--- config.mk ---
export PLATFORM = sky130hd
export DESIGN_NAME = spi_ctl
export DESIGN_NICKNAME = d
export VERILOG_FILES = /design/src/logic/spi_ctl_pkg.sv /design/src/logic/spi_ctl.sv /design/src/logic/spi_edge_det.sv /design/src/logic/spi_rate_div.sv
export SDC_FILE = /design/constraint.sdc
export NUM_CORES = 1
export LEC_CHECK = 0
export BUFFER_PORTS_ARGS = -buffer_cell sky130_fd_sc_hd__buf_2
export CORE_MARGIN = 4
export CORE_UTILIZATION = 45
export CTS_CLUSTER_SIZE = 12
export DETAILED_ROUTE_END_ITERATION = 7
export MAX_ROUTING_LAYER = met4
export PLACE_DENSITY = 0.68
export SYNTH_ARGS = -nofsm -noshare
export SYNTH_HDL_FRONTEND = slang
export SYNTH_HIERARCHICAL = 1
export SYNTH_SLANG_ARGS = --single-unit
--- constraint.sdc ---
create_clock -name hclk -period 3.6 [get_ports hclk]
set_clock_uncertainty 0.1 [all_clocks]
set_input_delay 0.36 -clock hclk [delete_from_list [all_inputs] [get_ports hclk]]
set_output_delay 0.36 -clock hclk [all_outputs]
set_load 0.02 [all_outputs]
--- src/logic/spi_ctl_pkg.sv ---
// Package for the serial peripheral controller: register map, fields,
// reset values and shared types. Assumes an AHB-Lite slave with 32-bit data.
`default_nettype none
package spi_ctl_pkg;
  // Register byte offsets
  localparam logic [7:0] ctrl_off = 8'h00;
  localparam logic [7:0] stat_off = 8'h04;
  localparam logic [7:0] data_off = 8'h08;
  localparam logic [7:0] pin_off = 8'h0C;

  // Control field positions
  localparam int rate_b0_pos = 0;
  localparam int rate_b1_pos = 1;
  localparam int phase_pos = 2;
  localparam int idle_pos = 3;
  localparam int master_pos = 4;
  localparam int select_pin_disable_bit_pos = 5;
  localparam int enable_pos = 6;
  localparam int rate_b2_pos = 7;

  // Status field positions
  localparam int done_pos = 7;
  localparam int write_collision_flag_pos = 6;
  localparam int mode_fault_flag_pos = 4;

  localparam logic [7:0] ctrl_reset = 8'h00;
  localparam logic [7:0] byte_reset = 8'h00;
  localparam logic [2:0] bit_count_last = 3'h7;
  localparam logic [2:0] bit_count_zero = 3'h0;
  localparam logic [2:0] rate_div1 = 3'h7;
  localparam logic [6:0] div_zero = 7'h00;
  localparam logic [6:0] div_one = 7'h01;

  localparam logic [1:0] htrans_nonseq = 2'b10;
  localparam logic [2:0] hsize_word = 3'b010;

  // Control fields as one carrier
  typedef struct packed {
    logic rate2;
    logic enable;
    logic select_pin_disable_bit;
    logic master;
    logic idle_level;
    logic phase;
    logic rate1;
    logic rate0;
  } ctrl_s;

  // Serial pins toward the shifter
  typedef struct packed {
    logic sck;
    logic mosi;
    logic miso;
    logic ss_n;
  } pins_s;

  typedef enum logic [1:0] {
    st_idle = 2'b00,
    st_lead = 2'b01,
    st_trail = 2'b11
  } shift_state_e;
endpackage
`default_nettype wire

--- src/logic/spi_ctl.sv ---
// Serial peripheral controller, master and slave, with AHB-Lite registers.
// Assumes pins synchronous to hclk; the bus master issues single words.
// How it works
// - Master drives eight serial clocks per byte
// - Master drives MOSI, selected slave drives MISO
// - Master select bit set means master mode
// - Data write starts master transfer only
// - Write loads shifter; read returns holding byte
// - Most significant bit goes first
// - Master shifts MISO in while MOSI out
// - Each finished byte sets the done flag
// - Master: disable bit frees select pin
// - Slave when master bit clear, byte loaded
// - Slave shifts on master clock, drives MISO
// - Slave disable bit ignored when phase zero
// - Rate field picks divider 2..128; code 7 also gives 2
// - Polarity sets idle level, phase picks edges
// - Disabled interface holds clock high
// - Master samples MISO, slave samples MOSI
// - Mode fault sets flag, clears enable, master
// - Write during transfer flags collision, dropped
// - Done and fault form one request
`timescale 1ns/10ps
`default_nettype none
module spi_ctl (
  input wire logic hclk,
  input wire logic hresetn,
  input wire logic hsel,
  input wire logic [31:0] haddr,
  input wire logic [1:0] htrans,
  input wire logic hwrite,
  input wire logic [2:0] hsize,
  input wire logic [31:0] hwdata,
  input wire logic hready,
  output logic [31:0] hrdata,
  output logic hreadyout,
  output logic hresp,
  input wire logic sck_in,
  output logic sck_out,
  output logic sck_oe,
  input wire logic mosi_in,
  output logic mosi_out,
  output logic mosi_oe,
  input wire logic miso_in,
  output logic miso_out,
  output logic miso_oe,
  input wire logic ss_in_n,
  output logic ss_free,
  output logic irq
);
  import spi_ctl_pkg::*;

  ctrl_s ctrl_q, ctrl_d;
  logic [7:0] shift_q, shift_d, hold_q, hold_d;
  logic done_q, done_d, write_collision_flag_q, write_collision_flag_d, mode_fault_flag_q, mode_fault_flag_d;
  logic stat_rd_q, stat_rd_d;
  logic loaded_q, loaded_d;
  logic [2:0] cnt_q, cnt_d;
  shift_state_e st_q, st_d;
  logic sck_q, sck_d, mosi_q, mosi_d, miso_q, miso_d, miso_oe_q, miso_oe_d;
  logic sck_oe_q, sck_oe_d, mosi_oe_q, mosi_oe_d;
  logic ss_free_q, ss_free_d, irq_q, irq_d;
  logic [31:0] rdata_q, rdata_d;
  logic ap_wr_q, ap_rd_q;
  logic [7:0] ap_addr_q;
  logic ap_wr_d, ap_rd_d;
  logic [7:0] ap_addr_d;
  logic tick, sck_rise, sck_fall, ss_rise, ss_fall;
  logic busy, is_master, ss_used, selected, lead_edge, trail_edge;
  logic data_wr, data_rd, ctrl_wr, stat_rd, xfer_end, fault;
  logic [7:0] wbyte;

  assign busy = (st_q != st_idle);
  assign is_master = ctrl_q.master;
  // Slave select pin honoured unless freed; freeing needs phase one in slave
  assign ss_used = is_master ? ~ctrl_q.select_pin_disable_bit
                 : ~(ctrl_q.select_pin_disable_bit & ctrl_q.phase);
  assign selected = ~ss_used | ~ss_in_n;

  spi_rate_div u_div (
    .hclk(hclk),
    .hresetn(hresetn),
    .run(is_master && busy),
    .rate({ctrl_q.rate2, ctrl_q.rate1, ctrl_q.rate0}),
    .tick(tick)
  );
  spi_edge_det u_sck_edge (
    .hclk(hclk),
    .hresetn(hresetn),
    .din(sck_in),
    .init(1'b0),
    .rise(sck_rise),
    .fall(sck_fall)
  );
  spi_edge_det u_ss_edge (
    .hclk(hclk),
    .hresetn(hresetn),
    .din(ss_in_n),
    .init(1'b0),
    .rise(ss_rise),
    .fall(ss_fall)
  );

  // Leading edge is away from idle level, trailing edge returns to it
  always_comb begin
    if (ctrl_q.idle_level) begin
      lead_edge = sck_fall;
      trail_edge = sck_rise;
    end else begin
      lead_edge = sck_rise;
      trail_edge = sck_fall;
    end
  end

  // Bus address phase capture
  always_comb begin
    ap_wr_d = 1'b0;
    ap_rd_d = 1'b0;
    ap_addr_d = ap_addr_q;
    if (hsel && hready && htrans[1]) begin
      ap_wr_d = hwrite;
      ap_rd_d = ~hwrite;
      ap_addr_d = haddr[7:0];
    end
  end
  assign wbyte = hwdata[7:0];
  assign data_wr = ap_wr_q && (ap_addr_q == data_off);
  assign ctrl_wr = ap_wr_q && (ap_addr_q == ctrl_off);
  assign data_rd = ap_rd_d && (ap_addr_d == data_off);
  assign stat_rd = ap_rd_d && (ap_addr_d == stat_off);
  assign fault = is_master && ctrl_q.enable && ss_used && ~ss_in_n;

  // Read data registered during the address phase
  always_comb begin
    rdata_d = 32'h0000_0000;
    if (stat_rd) begin
      rdata_d[done_pos] = done_q;
      rdata_d[write_collision_flag_pos] = write_collision_flag_q;
      rdata_d[mode_fault_flag_pos] = mode_fault_flag_q;
    end else if (ap_rd_d && ap_addr_d == ctrl_off) begin
      rdata_d[7:0] = ctrl_q;
    end else if (data_rd) begin
      rdata_d[7:0] = hold_q;
    end else if (ap_rd_d && ap_addr_d == pin_off) begin
      rdata_d[0] = ss_in_n;
    end
  end

  // Shifter and control
  always_comb begin
    ctrl_d = ctrl_q;
    shift_d = shift_q;
    hold_d = hold_q;
    cnt_d = cnt_q;
    st_d = st_q;
    sck_d = sck_q;
    mosi_d = mosi_q;
    miso_d = miso_q;
    loaded_d = loaded_q;
    done_d = done_q;
    write_collision_flag_d = write_collision_flag_q;
    mode_fault_flag_d = mode_fault_flag_q;
    stat_rd_d = stat_rd_q | stat_rd;
    xfer_end = 1'b0;
    if (ctrl_wr) begin
      ctrl_d = ctrl_s'(wbyte);
      if (stat_rd_q) begin
        mode_fault_flag_d = 1'b0;
      end
    end
    if (data_wr) begin
      if (busy) begin
        write_collision_flag_d = 1'b1;
      end else begin
        shift_d = wbyte;
        loaded_d = 1'b1;
        if (stat_rd_q) begin
          write_collision_flag_d = 1'b0;
        end
        if (is_master && ctrl_q.enable) begin
          st_d = st_lead;
          cnt_d = bit_count_zero;
          sck_d = ctrl_q.idle_level;
          // Phase zero: first bit out before any edge
          mosi_d = wbyte[7];
        end
      end
    end
    if (is_master) begin
      if (busy && tick) begin
        sck_d = ~sck_q;
        if (st_q == st_lead) begin
          st_d = st_trail;
          if (ctrl_q.phase) begin
            mosi_d = shift_q[7];
          end else begin
            shift_d = {shift_q[6:0], miso_in};
          end
        end else begin
          st_d = st_lead;
          if (ctrl_q.phase) begin
            shift_d = {shift_q[6:0], miso_in};
          end else begin
            mosi_d = shift_q[7];
          end
          if (cnt_q == bit_count_last) begin
            st_d = st_idle;
            xfer_end = 1'b1;
          end
          cnt_d = 3'(cnt_q + 3'h1);
        end
      end
    end else if (ctrl_q.enable && loaded_q && selected) begin
      // Slave follows the master clock
      if (ss_fall && !ctrl_q.phase) begin
        miso_d = shift_q[7];
      end
      if (lead_edge) begin
        st_d = st_trail;
        if (ctrl_q.phase) begin
          miso_d = shift_q[7];
        end else begin
          shift_d = {shift_q[6:0], mosi_in};
        end
      end else if (trail_edge) begin
        if (ctrl_q.phase) begin
          shift_d = {shift_q[6:0], mosi_in};
        end else begin
          miso_d = shift_q[7];
        end
        cnt_d = 3'(cnt_q + 3'h1);
        if (cnt_q == bit_count_last) begin
          st_d = st_idle;
          xfer_end = 1'b1;
        end
      end
    end
    if (!is_master && ss_used && ss_rise) begin
      // Deselect aborts a partial byte
      cnt_d = bit_count_zero;
      st_d = st_idle;
    end
    if (xfer_end) begin
      hold_d = shift_d;
      if (!is_master) begin
        loaded_d = 1'b0;
      end
    end
    // Done cleared by status read then data access; new end wins
    if (stat_rd_q && (data_rd || data_wr)) begin
      done_d = 1'b0;
    end
    // A data write uses up the status read; a read keeps it for collision
    if (stat_rd_q && data_wr) begin
      stat_rd_d = stat_rd;
    end
    if (xfer_end) begin
      done_d = 1'b1;
    end
    if (fault) begin
      mode_fault_flag_d = 1'b1;
      ctrl_d.enable = 1'b0;
      ctrl_d.master = 1'b0;
      st_d = st_idle;
    end
    if (!ctrl_d.enable) begin
      st_d = st_idle;
    end
    if (!ctrl_q.enable) begin
      sck_d = 1'b1;
    end else if (!is_master || st_d == st_idle) begin
      sck_d = ctrl_q.idle_level;
    end
  end

  // Pin drive and interrupt
  always_comb begin
    sck_oe_d = ctrl_q.master;
    mosi_oe_d = ctrl_q.master && ctrl_q.enable;
    miso_oe_d = ~ctrl_q.master && ctrl_q.enable && selected;
    ss_free_d = ctrl_q.select_pin_disable_bit && (ctrl_q.master || ctrl_q.phase);
    irq_d = done_d | mode_fault_flag_d;
  end

  always_ff @(posedge hclk or negedge hresetn) begin
    if (!hresetn) begin
      ctrl_q <= ctrl_s'(ctrl_reset);
      shift_q <= byte_reset;
      hold_q <= byte_reset;
      cnt_q <= bit_count_zero;
      st_q <= st_idle;
      sck_q <= 1'b1;
      mosi_q <= 1'b0;
      miso_q <= 1'b0;
      sck_oe_q <= 1'b0;
      mosi_oe_q <= 1'b0;
      miso_oe_q <= 1'b0;
      ss_free_q <= 1'b0;
      irq_q <= 1'b0;
      loaded_q <= 1'b0;
      done_q <= 1'b0;
      write_collision_flag_q <= 1'b0;
      mode_fault_flag_q <= 1'b0;
      stat_rd_q <= 1'b0;
      rdata_q <= 32'h0000_0000;
      ap_wr_q <= 1'b0;
      ap_rd_q <= 1'b0;
      ap_addr_q <= 8'h00;
    end else begin
      ctrl_q <= ctrl_d;
      shift_q <= shift_d;
      hold_q <= hold_d;
      cnt_q <= cnt_d;
      st_q <= st_d;
      sck_q <= sck_d;
      mosi_q <= mosi_d;
      miso_q <= miso_d;
      sck_oe_q <= sck_oe_d;
      mosi_oe_q <= mosi_oe_d;
      miso_oe_q <= miso_oe_d;
      ss_free_q <= ss_free_d;
      irq_q <= irq_d;
      loaded_q <= loaded_d;
      done_q <= done_d;
      write_collision_flag_q <= write_collision_flag_d;
      mode_fault_flag_q <= mode_fault_flag_d;
      stat_rd_q <= stat_rd_d;
      rdata_q <= rdata_d;
      ap_wr_q <= ap_wr_d;
      ap_rd_q <= ap_rd_d;
      ap_addr_q <= ap_addr_d;
    end
  end

  assign hrdata = rdata_q;
  assign hreadyout = 1'b1;
  assign hresp = 1'b0;
  assign sck_out = sck_q;
  assign sck_oe = sck_oe_q;
  assign mosi_out = mosi_q;
  assign mosi_oe = mosi_oe_q;
  assign miso_out = miso_q;
  assign miso_oe = miso_oe_q;
  assign ss_free = ss_free_q;
  assign irq = irq_q;
endmodule // spi_ctl
`default_nettype wire

--- src/logic/spi_edge_det.sv ---
// Edge detector on a synchronous pin level; registered copy of the level.
// Assumes inputs are already synchronous to hclk.
`timescale 1ns/10ps
`default_nettype none
module spi_edge_det (
  input wire logic hclk,
  input wire logic hresetn,
  input wire logic din,
  input wire logic init,
  output logic rise,
  output logic fall
);
  logic prev_q;
  always_ff @(posedge hclk or negedge hresetn) begin
    if (!hresetn) begin
      prev_q <= 1'b1;
    end else begin
      prev_q <= din;
    end
  end
  assign rise = din & ~prev_q & ~init;
  assign fall = ~din & prev_q & ~init;
endmodule // spi_edge_det

--- src/logic/spi_rate_div.sv ---
// Bit rate generator: one-cycle tick at the half-period of the serial clock.
// Assumes the peripheral clock is hclk.
`timescale 1ns/10ps
`default_nettype none
module spi_rate_div (
  input wire logic hclk,
  input wire logic hresetn,
  input wire logic run,
  input wire logic [2:0] rate,
  output logic tick
);
  import spi_ctl_pkg::*;
  logic [6:0] cnt_q, cnt_d;
  logic [6:0] half;
  always_comb begin
    // Divider 2,4..128 gives half periods 1..64 cycles; code 7 also gives half period 1
    if (rate == rate_div1) begin
      half = div_one;
    end else begin
      half = 7'(div_one << rate);
    end
    cnt_d = cnt_q;
    tick = 1'b0;
    if (!run) begin
      cnt_d = div_zero;
    end else if (cnt_q + div_one >= half) begin
      cnt_d = div_zero;
      tick = 1'b1;
    end else begin
      cnt_d = 7'(cnt_q + div_one);
    end
  end
  always_ff @(posedge hclk or negedge hresetn) begin
    if (!hresetn) begin
      cnt_q <= div_zero;
    end else begin
      cnt_q <= cnt_d;
    end
  end
endmodule // spi_rate_div

# Word-level counts from Yosys, hierarchy flattened
# Index checks and enable logic that the tools add are counted.
# totals
regBits	68
output_inout_bits	42
elab_cells	193
# classes
addsub	2
order_cmp	1
eq_ne	7
shift	1
n_mux	97
bitwise_logic	18
reduce_logical	36
# ops
cell	count
2-to-1 mux 8 bit	14
2-to-1 mux 1 bit	53
2-to-1 mux 7 bit	5
2-to-1 mux 3 bit	10
2-to-1 mux 2 bit	14
== test 8 x 4 -> 1 bit (second input constant)	3
logical AND 1 bit	23
logical NOT 8 bit	2
NOT 1 bit	10
== test 8 x 3 -> 1 bit (second input constant)	1
adder 7 x 1 -> 7 bit (second input constant)	1
>= comparator 7 bit	1
left shift 1 x 3 -> 7 bit (first input constant)	1
== test 3 bit (second input constant)	2
nonzero test 2 bit	3
bitwise AND 1 bit	5
2-to-1 mux 4 bit	1
AND reduction 2 bit	2
adder 3 x 1 -> 3 bit (second input constant)	1
logical OR 1 bit	3
bitwise OR 1 bit	3
== test 2 x 1 -> 1 bit (second input constant)	1
logical NOT 1 bit	2
logical NOT 2 bit	1

# Longest topological paths before layout
# Gate-level depths: netlist of the first run.
# logic_depth
ltp_word	16
ltp_mapped	15
depth_no_buf	14

# Hierarchy
# The synthesis of the first run kept the hierarchy.
# modules_own_cells
module	n_inst	cells_each	area_per_inst_um2
spi_ctl	1	352	3509.6
spi_rate_div	1	54	566.8
spi_edge_det	2	3	41.3

# Least setup slack after synthesis of the first run
# OpenSTA, ideal clock, no wires.
# synth_timing
path_kind	reg-to-reg
startpoint	register ctrl_q[0] (netlist name)
endpoint	register hold_q[1]
setup_time_ns	0.083
arrival_time_ns	3.049
required_ns	3.417
slack_ns	0.369
path_stages_with_launch	13
path_buffers	1
period_less_slack_ns	3.231
cell_sequence	dfrtp_1 > or3b_2 > ha_1 > a211o_1 > a21oi_4 > o31ai_4 > and2_1 > nor4bb_1 > a31oi_1 > clkbuf_1 > o21ai_0 > o22a_1 > o21ai_0
# synth_between
elab_chain_len	8
# synth_lines
element	line_no	source
from (decl)	spi_ctl.sv:53	ctrl_s ctrl_q, ctrl_d;
from (signal assigned)	spi_ctl.sv:287	ctrl_q <= ctrl_s'(ctrl_reset);
from (signal assigned)	spi_ctl.sv:310	ctrl_q <= ctrl_d;
== test 3 bit / left shift 1 x 3 -> 7 bit (equally long branches)	spi_rate_div.sv:17, spi_rate_div.sv:20	
2-to-1 mux 7 bit *	spi_rate_div.sv:17	if (rate == rate_div1) begin
>= comparator 7 bit *	spi_rate_div.sv:26	end else if (cnt_q + div_one >= half) begin
2-to-1 mux 1 bit *	spi_rate_div.sv:26	
2-to-1 mux 1 bit *	spi_rate_div.sv:24	if (!run) begin
via tick	spi_ctl.sv:68	logic tick, sck_rise, sck_fall, ss_rise, ss_fall;
logical AND 1 bit *	spi_ctl.sv:190	if (busy && tick) begin
2-to-1 mux 8 bit / 2-to-1 mux 1 bit (equally long branches)	spi_ctl.sv:190	
2-to-1 mux 8 bit / 2-to-1 mux 1 bit (equally long branches)	spi_ctl.sv:189	if (is_master) begin
to (signal assigned)	spi_ctl.sv:289	hold_q <= byte_reset;
to (signal assigned)	spi_ctl.sv:312	hold_q <= hold_d;
to (decl)	spi_ctl.sv:54	logic [7:0] shift_q, shift_d, hold_q, hold_d;
# The timed path passes the listed nets; every way through them passes the cells marked *.
# A chain may end at the register's enable or synchronous reset.

# Final worst setup path of the first run
# layout_timing
startpoint	register u_div.cnt_q[0]
endpoint	register shift_q[1]
# layout_between
elab_chain_len	7
# layout_lines
element	line_no	source
from (decl)	spi_rate_div.sv:13	logic [6:0] cnt_q, cnt_d;
from (signal assigned)	spi_rate_div.sv:35	cnt_q <= div_zero;
from (signal assigned)	spi_rate_div.sv:37	cnt_q <= cnt_d;
adder 7 x 1 -> 7 bit	spi_rate_div.sv:26	
>= comparator 7 bit	spi_rate_div.sv:26	
2-to-1 mux 1 bit	spi_rate_div.sv:26	
2-to-1 mux 1 bit	spi_rate_div.sv:24	
via tick	spi_ctl.sv:68	
logical AND 1 bit	spi_ctl.sv:190	
2-to-1 mux 8 bit	spi_ctl.sv:190	
2-to-1 mux 8 bit	spi_ctl.sv:189	
via shift_d[1]	spi_ctl.sv:54	
to (signal assigned)	spi_ctl.sv:288	shift_q <= byte_reset;
to (signal assigned)	spi_ctl.sv:311	shift_q <= shift_d;
to (decl)	spi_ctl.sv:54	
# The timed path passes the listed nets, and every way through them passes these cells.

==> impl_metrics.json, run 1 <==
{
  "outcome": "completed",
  "place_congestion": 0.8651,
  "dr_total_vias": 3240,
  "ys_top_cells_by_count": "dfrtp_1, o21ai_0, buf_4",
  "cts.sinks": 68,
  "grt_setup_unrepaired": "false",
  "syn2layout_area_growth_pct": 11.94,
  "fin_crit_sh_pct": 94.77,
  "ioPinCount": 120,
  "ys_types": 67,
  "min_period_ps": 3412,
  "io_buffers": 41,
  "dpl.hpwl_um": 7140,
  "cap_viol_max_count": 0,
  "max-slew-margin-rel_pct": 39.44,
  "synth_area_per_cell_um2": 10.09,
  "worstPathCellList": "ha_1 > nand3_1 > xnor2_1 > ha_1 > a211o_1 > a21oi_4 > o31ai_4 > and2_1 > nor4bb_1 > a31oi_1 > buf_4 > and3_1 > o22a_1 > o21ai_0",
  "antenna_found_initial": 0,
  "cpPeakStageDelay_ps": 410,
  "cts-root-buf": "clkbuf_8",
  "tightest_slew_ps": 901.5,
  "critPathArrivalTime_ps": 3520,
  "clock.fmax_mhz": 293.1,
  "clk_latency_ps": 350,
  "path_clk_slew_ps": 80,
  "htree_levels": 3,
  "grt_overflow": 0,
  "cts_tree": "built",
  "vias_per_cell": 5.654,
  "ir_worst_vdd_mv": 0.2014,
  "core-area_um2": 8848,
  "cp_common_cell": "ha_1",
  "powerDensity_nw_per_um2": 496.6,
  "worstSetupPathType": "reg -> reg",
  "yosysSeqAreaShare_pct": 41.00,
  "initial_core_util_pct": 47.00,
  "clockPowerShare_pct": 33.7,
  "slew_viol_final": 0,
  "routedWlPerCell_um": 17.18,
  "drive_gt1_share_pct": 25.16,
  "cp.required_ps": 3710,
  "cp-start-kind": "flip-flop",
  "antennaDiodeCount": 0,
  "syn_area_um2": 4159,
  "grt_pass1_wl_um": 16290,
  "max-clock-path-buffers": 2,
  "dp_slack_ps": 103.3,
  "tns_ps": 0,
  "p_comb_share_pct": 24.3,
  "drt-initial-drc-count": 226,
  "synth_edf_count": 0,
  "layout.nets": 548,
  "finalSetupViolations": 0,
  "hp-class": "in -> async",
  "netlist_top_cells_area": "dfrtp_1, mux2_2, buf_4, o21ai_0, ha_1",
  "yosysMostFrequentCell": "dfrtp_1",
  "cp-end-kind": "flip-flop",
  "grt_max_degree": 39,
  "crit_slowest_cell": "dfrtp_1",
  "hold_viol_final": 0,
  "synth_top_area_share_pct": 39.11,
  "numCtsBuffers": 9,
  "p_int_mw": 1.580,
  "worst_slack_ps": 188.4,
  "synthArstFlopShare_pct": 100.0,
  "holdBufCountCts": 0,
  "ys_warn_count": 6,
  "seqPwrFrac_pct": 42.0,
  "p_sw_share_pct": 31.65,
  "dieHeight_um": 104.1,
  "drcViolationCount": 0,
  "drtAntennaViolNets": 0,
  "drtPass1Iterations": 4,
  "postSynthCellCount": 412,
  "critPathMaxFanout": 16,
  "num_rows": 34,
  "die_area_um2": 10840,
  "wirelength_um": 9847,
  "fin_total_pwr_mw": 2.312,
  "grt_pass1_vias": 3197,
  "yosys.area.top_type": "dfrtp_1",
  "p_sw_mw": 0.7319,
  "grt_use_total_pct": 19.03,
  "die_w_um": 104.1,
  "synthFlopType": "dfrtp_1",
  "ys_ff_latch": 68,
  "leakage_nw": 2.072
}
[power groups by stage]
stage | combinational, mW | clock [mW] | sequential, mW
after global placement | 0.537 | 0 | 0.975
after detailed placement | 0.550 | 0 | 0.981
after global routing | 0.622 | 0.832 | 0.984
after CTS | 0.554 | 0.790 | 0.966
final | 0.562 | 0.780 | 0.971
after floorplan | 0.417 | 0 | 0.972
[cells by family (layout without fill, tap and decap cells)]
family,after synthesis,after routing,share of synthesized area (%)
and+or+nand+nor,144,144,21.72
adders and majority gates,10,10,3.008
other,2,30,0.1806
muxes,32,32,8.454
xor gates and xnor gates,5,5,1.234
DFF,68,68,41.00
AOI/OAI and AO/OA,99,99,16.82
buffers and inverters,52,77,7.581
[critical path: cells and delay by family, from the launching register on]
family / cells / cell delay (ps)
flops: 1 / 410
simple gates: 4 / 670
buf+inv: 1 / 240
fa+ha+maj: 2 / 540
xor+xnor: 1 / 250
compound gates: 6 / 1050
[path summary, 6_finish.rpt]
kind / slack, ps / end / startpoint / depth (start not counted)
min in group hclk: 30 / u_sck_edge/prev_q / sck_in / 1
min: 30 / ctrl_q[2] / hresetn / 1
min reg2reg: 390 / hold_q[7] / hold_q[7] / 2
max reg2reg: 190 / shift_q[1] / u_div/cnt_q[0] / 14
max in group asynchronous: 2550 / sck_out / hresetn / 2
max: 190 / shift_q[1] / u_div/cnt_q[0] / 14
[repair_timing]
action | in CTS | in global routing
gates resized for setup | 0 | 2
setup endpoints to repair | 0 | 11
buffers inserted | 0 | 1
[routing by layer]
layer  part of all wire [%]  GRT usage, %  vias up
met2                     50         30.50       90
met4                    1.4         5.983        0
li1                       -             -     1559
met3                    5.0         3.786       14
met5                      0             -        -
met1                     43         24.41     1577
[registers in the layout, summed over array words and instances, names as in the netlist, 2 cells and up]
register / cells
st_q: 2
hrdata: 8
ctrl_q: 7
u_div/cnt_q: 7
cnt_q: 3
hold_q: 8
ap_addr_q: 8
shift_q: 8
[through the flow]
step / instance area [um^2] / cells / utilization, % / hold WS [ps]
after floorplan: 4264 / 440 / - / -35.59
after global placement: 4394 / 556 / 49.66 / 365.9
after CTS: 4641 / 572 / 52.45 / 13.53
final: 4656 / 573 / 52.62 / 25.90
after detailed placement: 4394 / 556 / 49.66 / 372.1
after global routing: 4656 / 573 / 52.62 / 2.537
[cells in the final DEF (no fill, tap or decap), types with 13 or more instances in the layout]
cell type / synthesis / layout
conb_1: 2 / 30
o21ai_0: 35 / 35
buf_2: 3 / 41
nor2_1: 23 / 23
nand3_1: 13 / 13
and3_1: 14 / 14
dfrtp_1: 65 / 64
mux2_2: 20 / 20
nand2_1: 24 / 24
[layout make-up]
type / instances / area (um^2)
Fill cell: 821 / 4193
Multi-Input combinational cell: 320 / 2250
Sequential cell: 68 / 1707
Timing Repair Buffer: 51 / 280.3
Tap cell: 108 / 135.1
Clock buffer: 9 / 123.9
Clock inverter: 7 / 122.6
Inverter: 10 / 37.54
No activity file was read; power rests on OpenSTA's default activity.
==> run 2, diff against run 1 <==
- REMOVE_ABC_BUFFERS: unset -> 1
==> run 2 against run 1 <==
Fmax is 0.75% higher. Combinational power hardly changed. Design area hardly changed. Total power is 2.6% lower. Cell count stayed put. Global-route usage is 0.15 points lower. Sequential power is 0.7% lower. Utilization hardly changed. Die area stayed put. Non-clock buffer count stayed put. Sequential cell count stayed put. Critical endpoint is now hold_q[1]. Largest power group unchanged. Highest routed layer unchanged.
==> impl_metrics.json, run 2 (synthesis results as in run 1) <==
{
  "outcome": "completed",
  "num_rows": 34,
  "tightest_slew_ps": 837.9,
  "cap_viol_max_count": 0,
  "cts-root-buf": "clkbuf_8",
  "dp.cells": 555,
  "die_area_um2": 10840,
  "path_clk_slew_ps": 80,
  "wirelength_um": 9725,
  "clk_latency_ps": 340,
  "vias_per_cell": 5.695,
  "drive_gt1_share_pct": 25.38,
  "drtPass1Iterations": 4,
  "crit_slowest_cell": "dfrtp_1",
  "dpl.hpwl_um": 7025,
  "max-slew-margin-rel_pct": 43.71,
  "ioPinCount": 120,
  "clock.fmax_mhz": 295.3,
  "io_buffers": 41,
  "hp-class": "in -> reg",
  "fin_crit_sh_pct": 94.07,
  "critPathMaxFanout": 16,
  "grt_max_degree": 44,
  "numCtsBuffers": 9,
  "routedWlPerCell_um": 16.97,
  "critPathBufInv": 1,
  "leakage_nw": 2.072,
  "place_congestion": 0.9088,
  "grt_overflow": 0,
  "slew_viol_final": 0,
  "critPathArrivalTime_ps": 3540,
  "grt_pass1_vias": 3223,
  "worst_slack_ps": 213.7,
  "core-area_um2": 8848,
  "stdcell_count": 573,
  "dp_slack_ps": 69.94,
  "antenna_found_initial": 0,
  "ir_worst_vdd_mv": 0.2363,
  "cp.required_ps": 3760,
  "dr_total_vias": 3263,
  "hold_viol_final": 0,
  "drcViolationCount": 0,
  "syn2layout_area_growth_pct": 11.88,
  "finalSetupViolations": 0,
  "tns_ps": 0,
  "critical-path-top-delay-family": "compound AO/OA/AOI/OAI gates",
  "final_cell_mix": "dfrtp_1, buf_2, o21ai_0",
  "fillers": 822,
  "cpPeakStageDelay_ps": 480,
  "drt-initial-drc-count": 150,
  "min_period_ps": 3386,
  "grt_pass1_wl_um": 16220,
  "cp-start-kind": "flip-flop",
  "layout_commonest_cell": "dfrtp_1",
  "max-clock-path-buffers": 2,
  "die_w_um": 104.1,
  "cp_common_cell": "o21ai_0",
  "drtAntennaViolNets": 0,
  "htree_levels": 3,
  "antennaDiodeCount": 0,
  "cts.sinks": 68,
  "grt_use_total_pct": 18.88,
  "cts_tree": "built",
  "initial_core_util_pct": 47.00,
  "worstPathCellList": "or3b_2 > ha_1 > a211o_1 > a21oi_4 > o31ai_4 > and2_2 > nor4bb_2 > a31oi_1 > buf_4 > o21ai_0 > o22a_1 > o21ai_0",
  "powerDensity_nw_per_um2": 483.9,
  "worstSetupPathType": "reg -> reg",
  "cp-end-kind": "flip-flop",
  "layout.nets": 548,
  "dieHeight_um": 104.1
}
==> run 2: worst paths after layout <==
path | slack, ps | startpoint | cells after the start | to
max | 210 | ctrl_q[7] | 12 | hold_q[1]
min | 20 | sck_in | 1 | u_sck_edge/prev_q
max reg2reg | 210 | ctrl_q[7] | 12 | hold_q[1]
min reg2reg | 390 | hold_q[6] | 2 | hold_q[6]
max in group asynchronous | 1950 | hresetn | 3 | hold_q[2]
min in group asynchronous | 450 | hresetn | 2 | miso_oe
==> run 2: routing by layer <==
metal	wire (um)	track usage, %	share of wire, %
met1	4539	25.33	47
met2	4570	29.48	47
met3	463	2.855	4.8
met4	152	6.268	1.6
met5	0	-	0
==> run 2: area by class of cell <==
| cell class | count | area [um^2] | share of cell area, % |
|---|---|---|---|
| clock buffer | 10 | 137.6 | 2.958 |
| clock inverter | 6 | 95.09 | 2.044 |
| inverter | 10 | 37.54 | 0.8067 |
| multi-input combinational | 320 | 2260 | 48.56 |
| sequential | 68 | 1705 | 36.65 |
| tap | 108 | 135.1 | 2.904 |
| timing repair buffer | 51 | 282.8 | 6.077 |
==> run 2: report_power, final <==
part	internal (mW)	switching (mW)	leakage [nW]
combinational	0.255	0.306	1.06
sequential	0.861	0.103	0.893
clock	0.415	0.311	0.117
total	1.53	0.720	2.07
==> run 2: per-stage QoR <==
stage / cell area (um^2) / hold WS (ps) / utilization, % / power, mW
floorplan: 3986 / -35.59 / - / 1.357
global placement: 4387 / 303.6 / 49.58 / 1.508
detailed placement: 4387 / 313.5 / 49.58 / 1.524
CTS: 4629 / 15.73 / 52.32 / 2.256
global route: 4653 / 13.34 / 52.59 / 2.373
finish: 4653 / 23.51 / 52.59 / 2.252
==> run 2: timing repair <==
item / CTS / global route
setup buffers: 0 / 1
hold buffers: 1 / 0
endpoints found under the hold margin: 22 / 0
resized for setup: 0 / 4
endpoints found under the setup margin: 0 / 17
==> run 3, diff against run 2 <==
- CORE_MARGIN: 4 -> unset
==> run 3 against run 2 <==
The flow now finishes with violations (design-rule violations). Global-route usage increased by 3.3 points. Setup slack got worse by 90 ps. Count of clock-buffer cells in the layout fell by 1. Clock power fell by 8.4%. Sequential share of layout area shrank 0.23 points. Via count rose by 3.6%. Die area is 11% lower. Wire length is 1.1% higher. Sequential cell count did not move. Critical path type unchanged. Critical endpoint is now hold_q[4].
==> impl_metrics.json, run 3 (synthesis results as in run 1) <==
{
  "antennaDiodeCount": 0,
  "stdcell_count": 579,
  "place_congestion": 0.8456,
  "num_rows": 34,
  "cts.sinks": 68,
  "layout.nets": 554,
  "cp_common_cell": "o21ai_0",
  "cp-start-kind": "flip-flop",
  "dieHeight_um": 98.14,
  "worstPathCellList": "or3b_2 > ha_1 > a211o_1 > a21oi_4 > o31ai_4 > and2_4 > nor4bb_2 > a31oi_1 > buf_4 > clkdlybuf4s15_2 > o21ai_0 > o22a_1 > o21ai_0",
  "cp.required_ps": 3780,
  "p_comb_share_pct": 25.7,
  "dr_total_vias": 3380,
  "dp.cells": 559,
  "initial_core_util_pct": 47.00,
  "critPathBufInv": 2,
  "dpl.hpwl_um": 6988,
  "cts-root-buf": "clkbuf_8",
  "ir_worst_vdd_mv": 0.2636,
  "max-slew-margin-rel_pct": 36.24,
  "hold_viol_final": 0,
  "finalSetupViolations": 0,
  "syn2layout_area_growth_pct": 12.67,
  "cp-end-kind": "flip-flop",
  "clockPowerShare_pct": 30.3,
  "fillers": 813,
  "drive_gt1_share_pct": 26.75,
  "tightest_slew_ps": 949.1,
  "multi_input_area_um2": 2268,
  "p_int_mw": 1.451,
  "clock.fmax_mhz": 287.7,
  "fin_crit_sh_pct": 96.56,
  "grt_pass1_wl_um": 16110,
  "cpPeakStageDelay_ps": 470,
  "numCtsBuffers": 9,
  "worstSetupPathType": "reg -> reg",
  "drtAntennaViolNets": 0,
  "p_sw_share_pct": 34.00,
  "drtPass1Iterations": 7,
  "use_met1_pct": 28.36,
  "ioPinCount": 120,
  "critPathArrivalTime_ps": 3660,
  "routedWlPerCell_um": 16.98,
  "grt_busiest_layer": "met2",
  "final_cell_mix": "dfrtp_1, buf_2, o21ai_0",
  "cap_viol_max_count": 0,
  "drcViolationCount": 4,
  "tns_ps": 0,
  "min_period_ps": 3476,
  "seqPwrFrac_pct": 44.1,
  "grt_overflow": 0,
  "path_clk_slew_ps": 80,
  "critPathMaxFanout": 8,
  "vias_per_cell": 5.838,
  "antenna_found_initial": 0,
  "grt_pass1_vias": 3237,
  "hp-class": "in -> reg",
  "critical-path-top-delay-family": "compound AO/OA/AOI/OAI gates",
  "layout_commonest_cell": "dfrtp_1",
  "crit_slowest_cell": "or3b_2",
  "max-clock-path-buffers": 2,
  "grtUsageMet2_pct": 35.32,
  "io_buffers": 41,
  "outcome": "finished, violations left",
  "clk_latency_ps": 360,
  "drt-initial-drc-count": 170,
  "die_area_um2": 9630,
  "grt_use_total_pct": 22.17,
  "powerDensity_nw_per_um2": 469.1,
  "cts_tree": "built",
  "violations": "design-rule violations",
  "ff_latch_area_um2": 1707,
  "die_w_um": 98.14,
  "leakage_nw": 2.093,
  "p_sw_mw": 0.7473,
  "wirelength_um": 9830,
  "r2r_slack_ps": 120,
  "grt_max_degree": 34,
  "core-area_um2": 8848,
  "slew_viol_final": 0,
  "htree_levels": 3,
  "use_met3_pct": 4.080
}
==> run 3: cell types whose count changed in the layout (fill, tap and decap cells not counted), sizes merged <==
cell,before,now
buf,50,55
clkinv,3,0
inv,11,14
clkinvlp,0,2
bufinv,2,1
clkbuf,10,9
clkdlybuf4s15,0,1
==> run 3: per-stage QoR <==
step | hold slack [ps] | area (um^2) | power [mW] | util (%) | setup WS [ps]
after floorplan | -35.59 | 3986 | 1.357 | - | 272.6
after global placement | 366.7 | 4417 | 1.516 | 49.92 | 279.1
after detailed placement | 365.8 | 4417 | 1.537 | 49.92 | 239.0
after CTS | 7.655 | 4633 | 2.203 | 52.36 | 205.3
after global routing | 4.429 | 4686 | 2.324 | 52.96 | -18.19
final | 12.55 | 4686 | 2.198 | 52.96 | 124.0
==> run 3: worst paths after layout <==
kind / depth (start not counted) / start / end
setup reg to reg: 13 / ctrl_q[1] / hold_q[4]
setup / recovery: 13 / ctrl_q[1] / hold_q[4]
min in group asynchronous: 2 / hresetn / ss_free
hold reg to reg: 2 / hold_q[6] / hold_q[6]
max in group asynchronous: 3 / hresetn / sck_out
hold / removal: 1 / sck_in / u_sck_edge/prev_q
==> run 3: power groups by stage <==
stage	Clock, mW	Sequential [mW]	Combinational [mW]
floorplan	0	0.981	0.375
detailed placement	0	0.981	0.556
global placement	0	0.977	0.539
finish	0.665	0.969	0.564
global route	0.718	0.985	0.622
CTS	0.677	0.967	0.559
==> run 3: cell type report <==
cell class	count	share of cell area (%)
Clock buffer	9	2.644
Clock inverter	7	1.762
Inverter	10	0.8011
Multi-Input combinational cell	320	48.41
Sequential cell	68	36.42
Tap cell	108	2.884
Timing Repair Buffer	57	7.076
==> run 3: routing by layer <==
layer  vias to the layer above  wire, um  part of all wire, %
met4                         0       199                  2.0
met3                        20       613                  6.2
li1                       1578         -                    -
met2                       142      4806                   49
met5                         -         0                    0
met1                      1640      4210                   43
==> run 3: timing repair <==
item	in CTS	in global routing
hold endpoints to repair	29	0
endpoints found under the setup margin	0	14
setup buffers	0	2
hold buffers	1	0
gates resized for setup	0	7
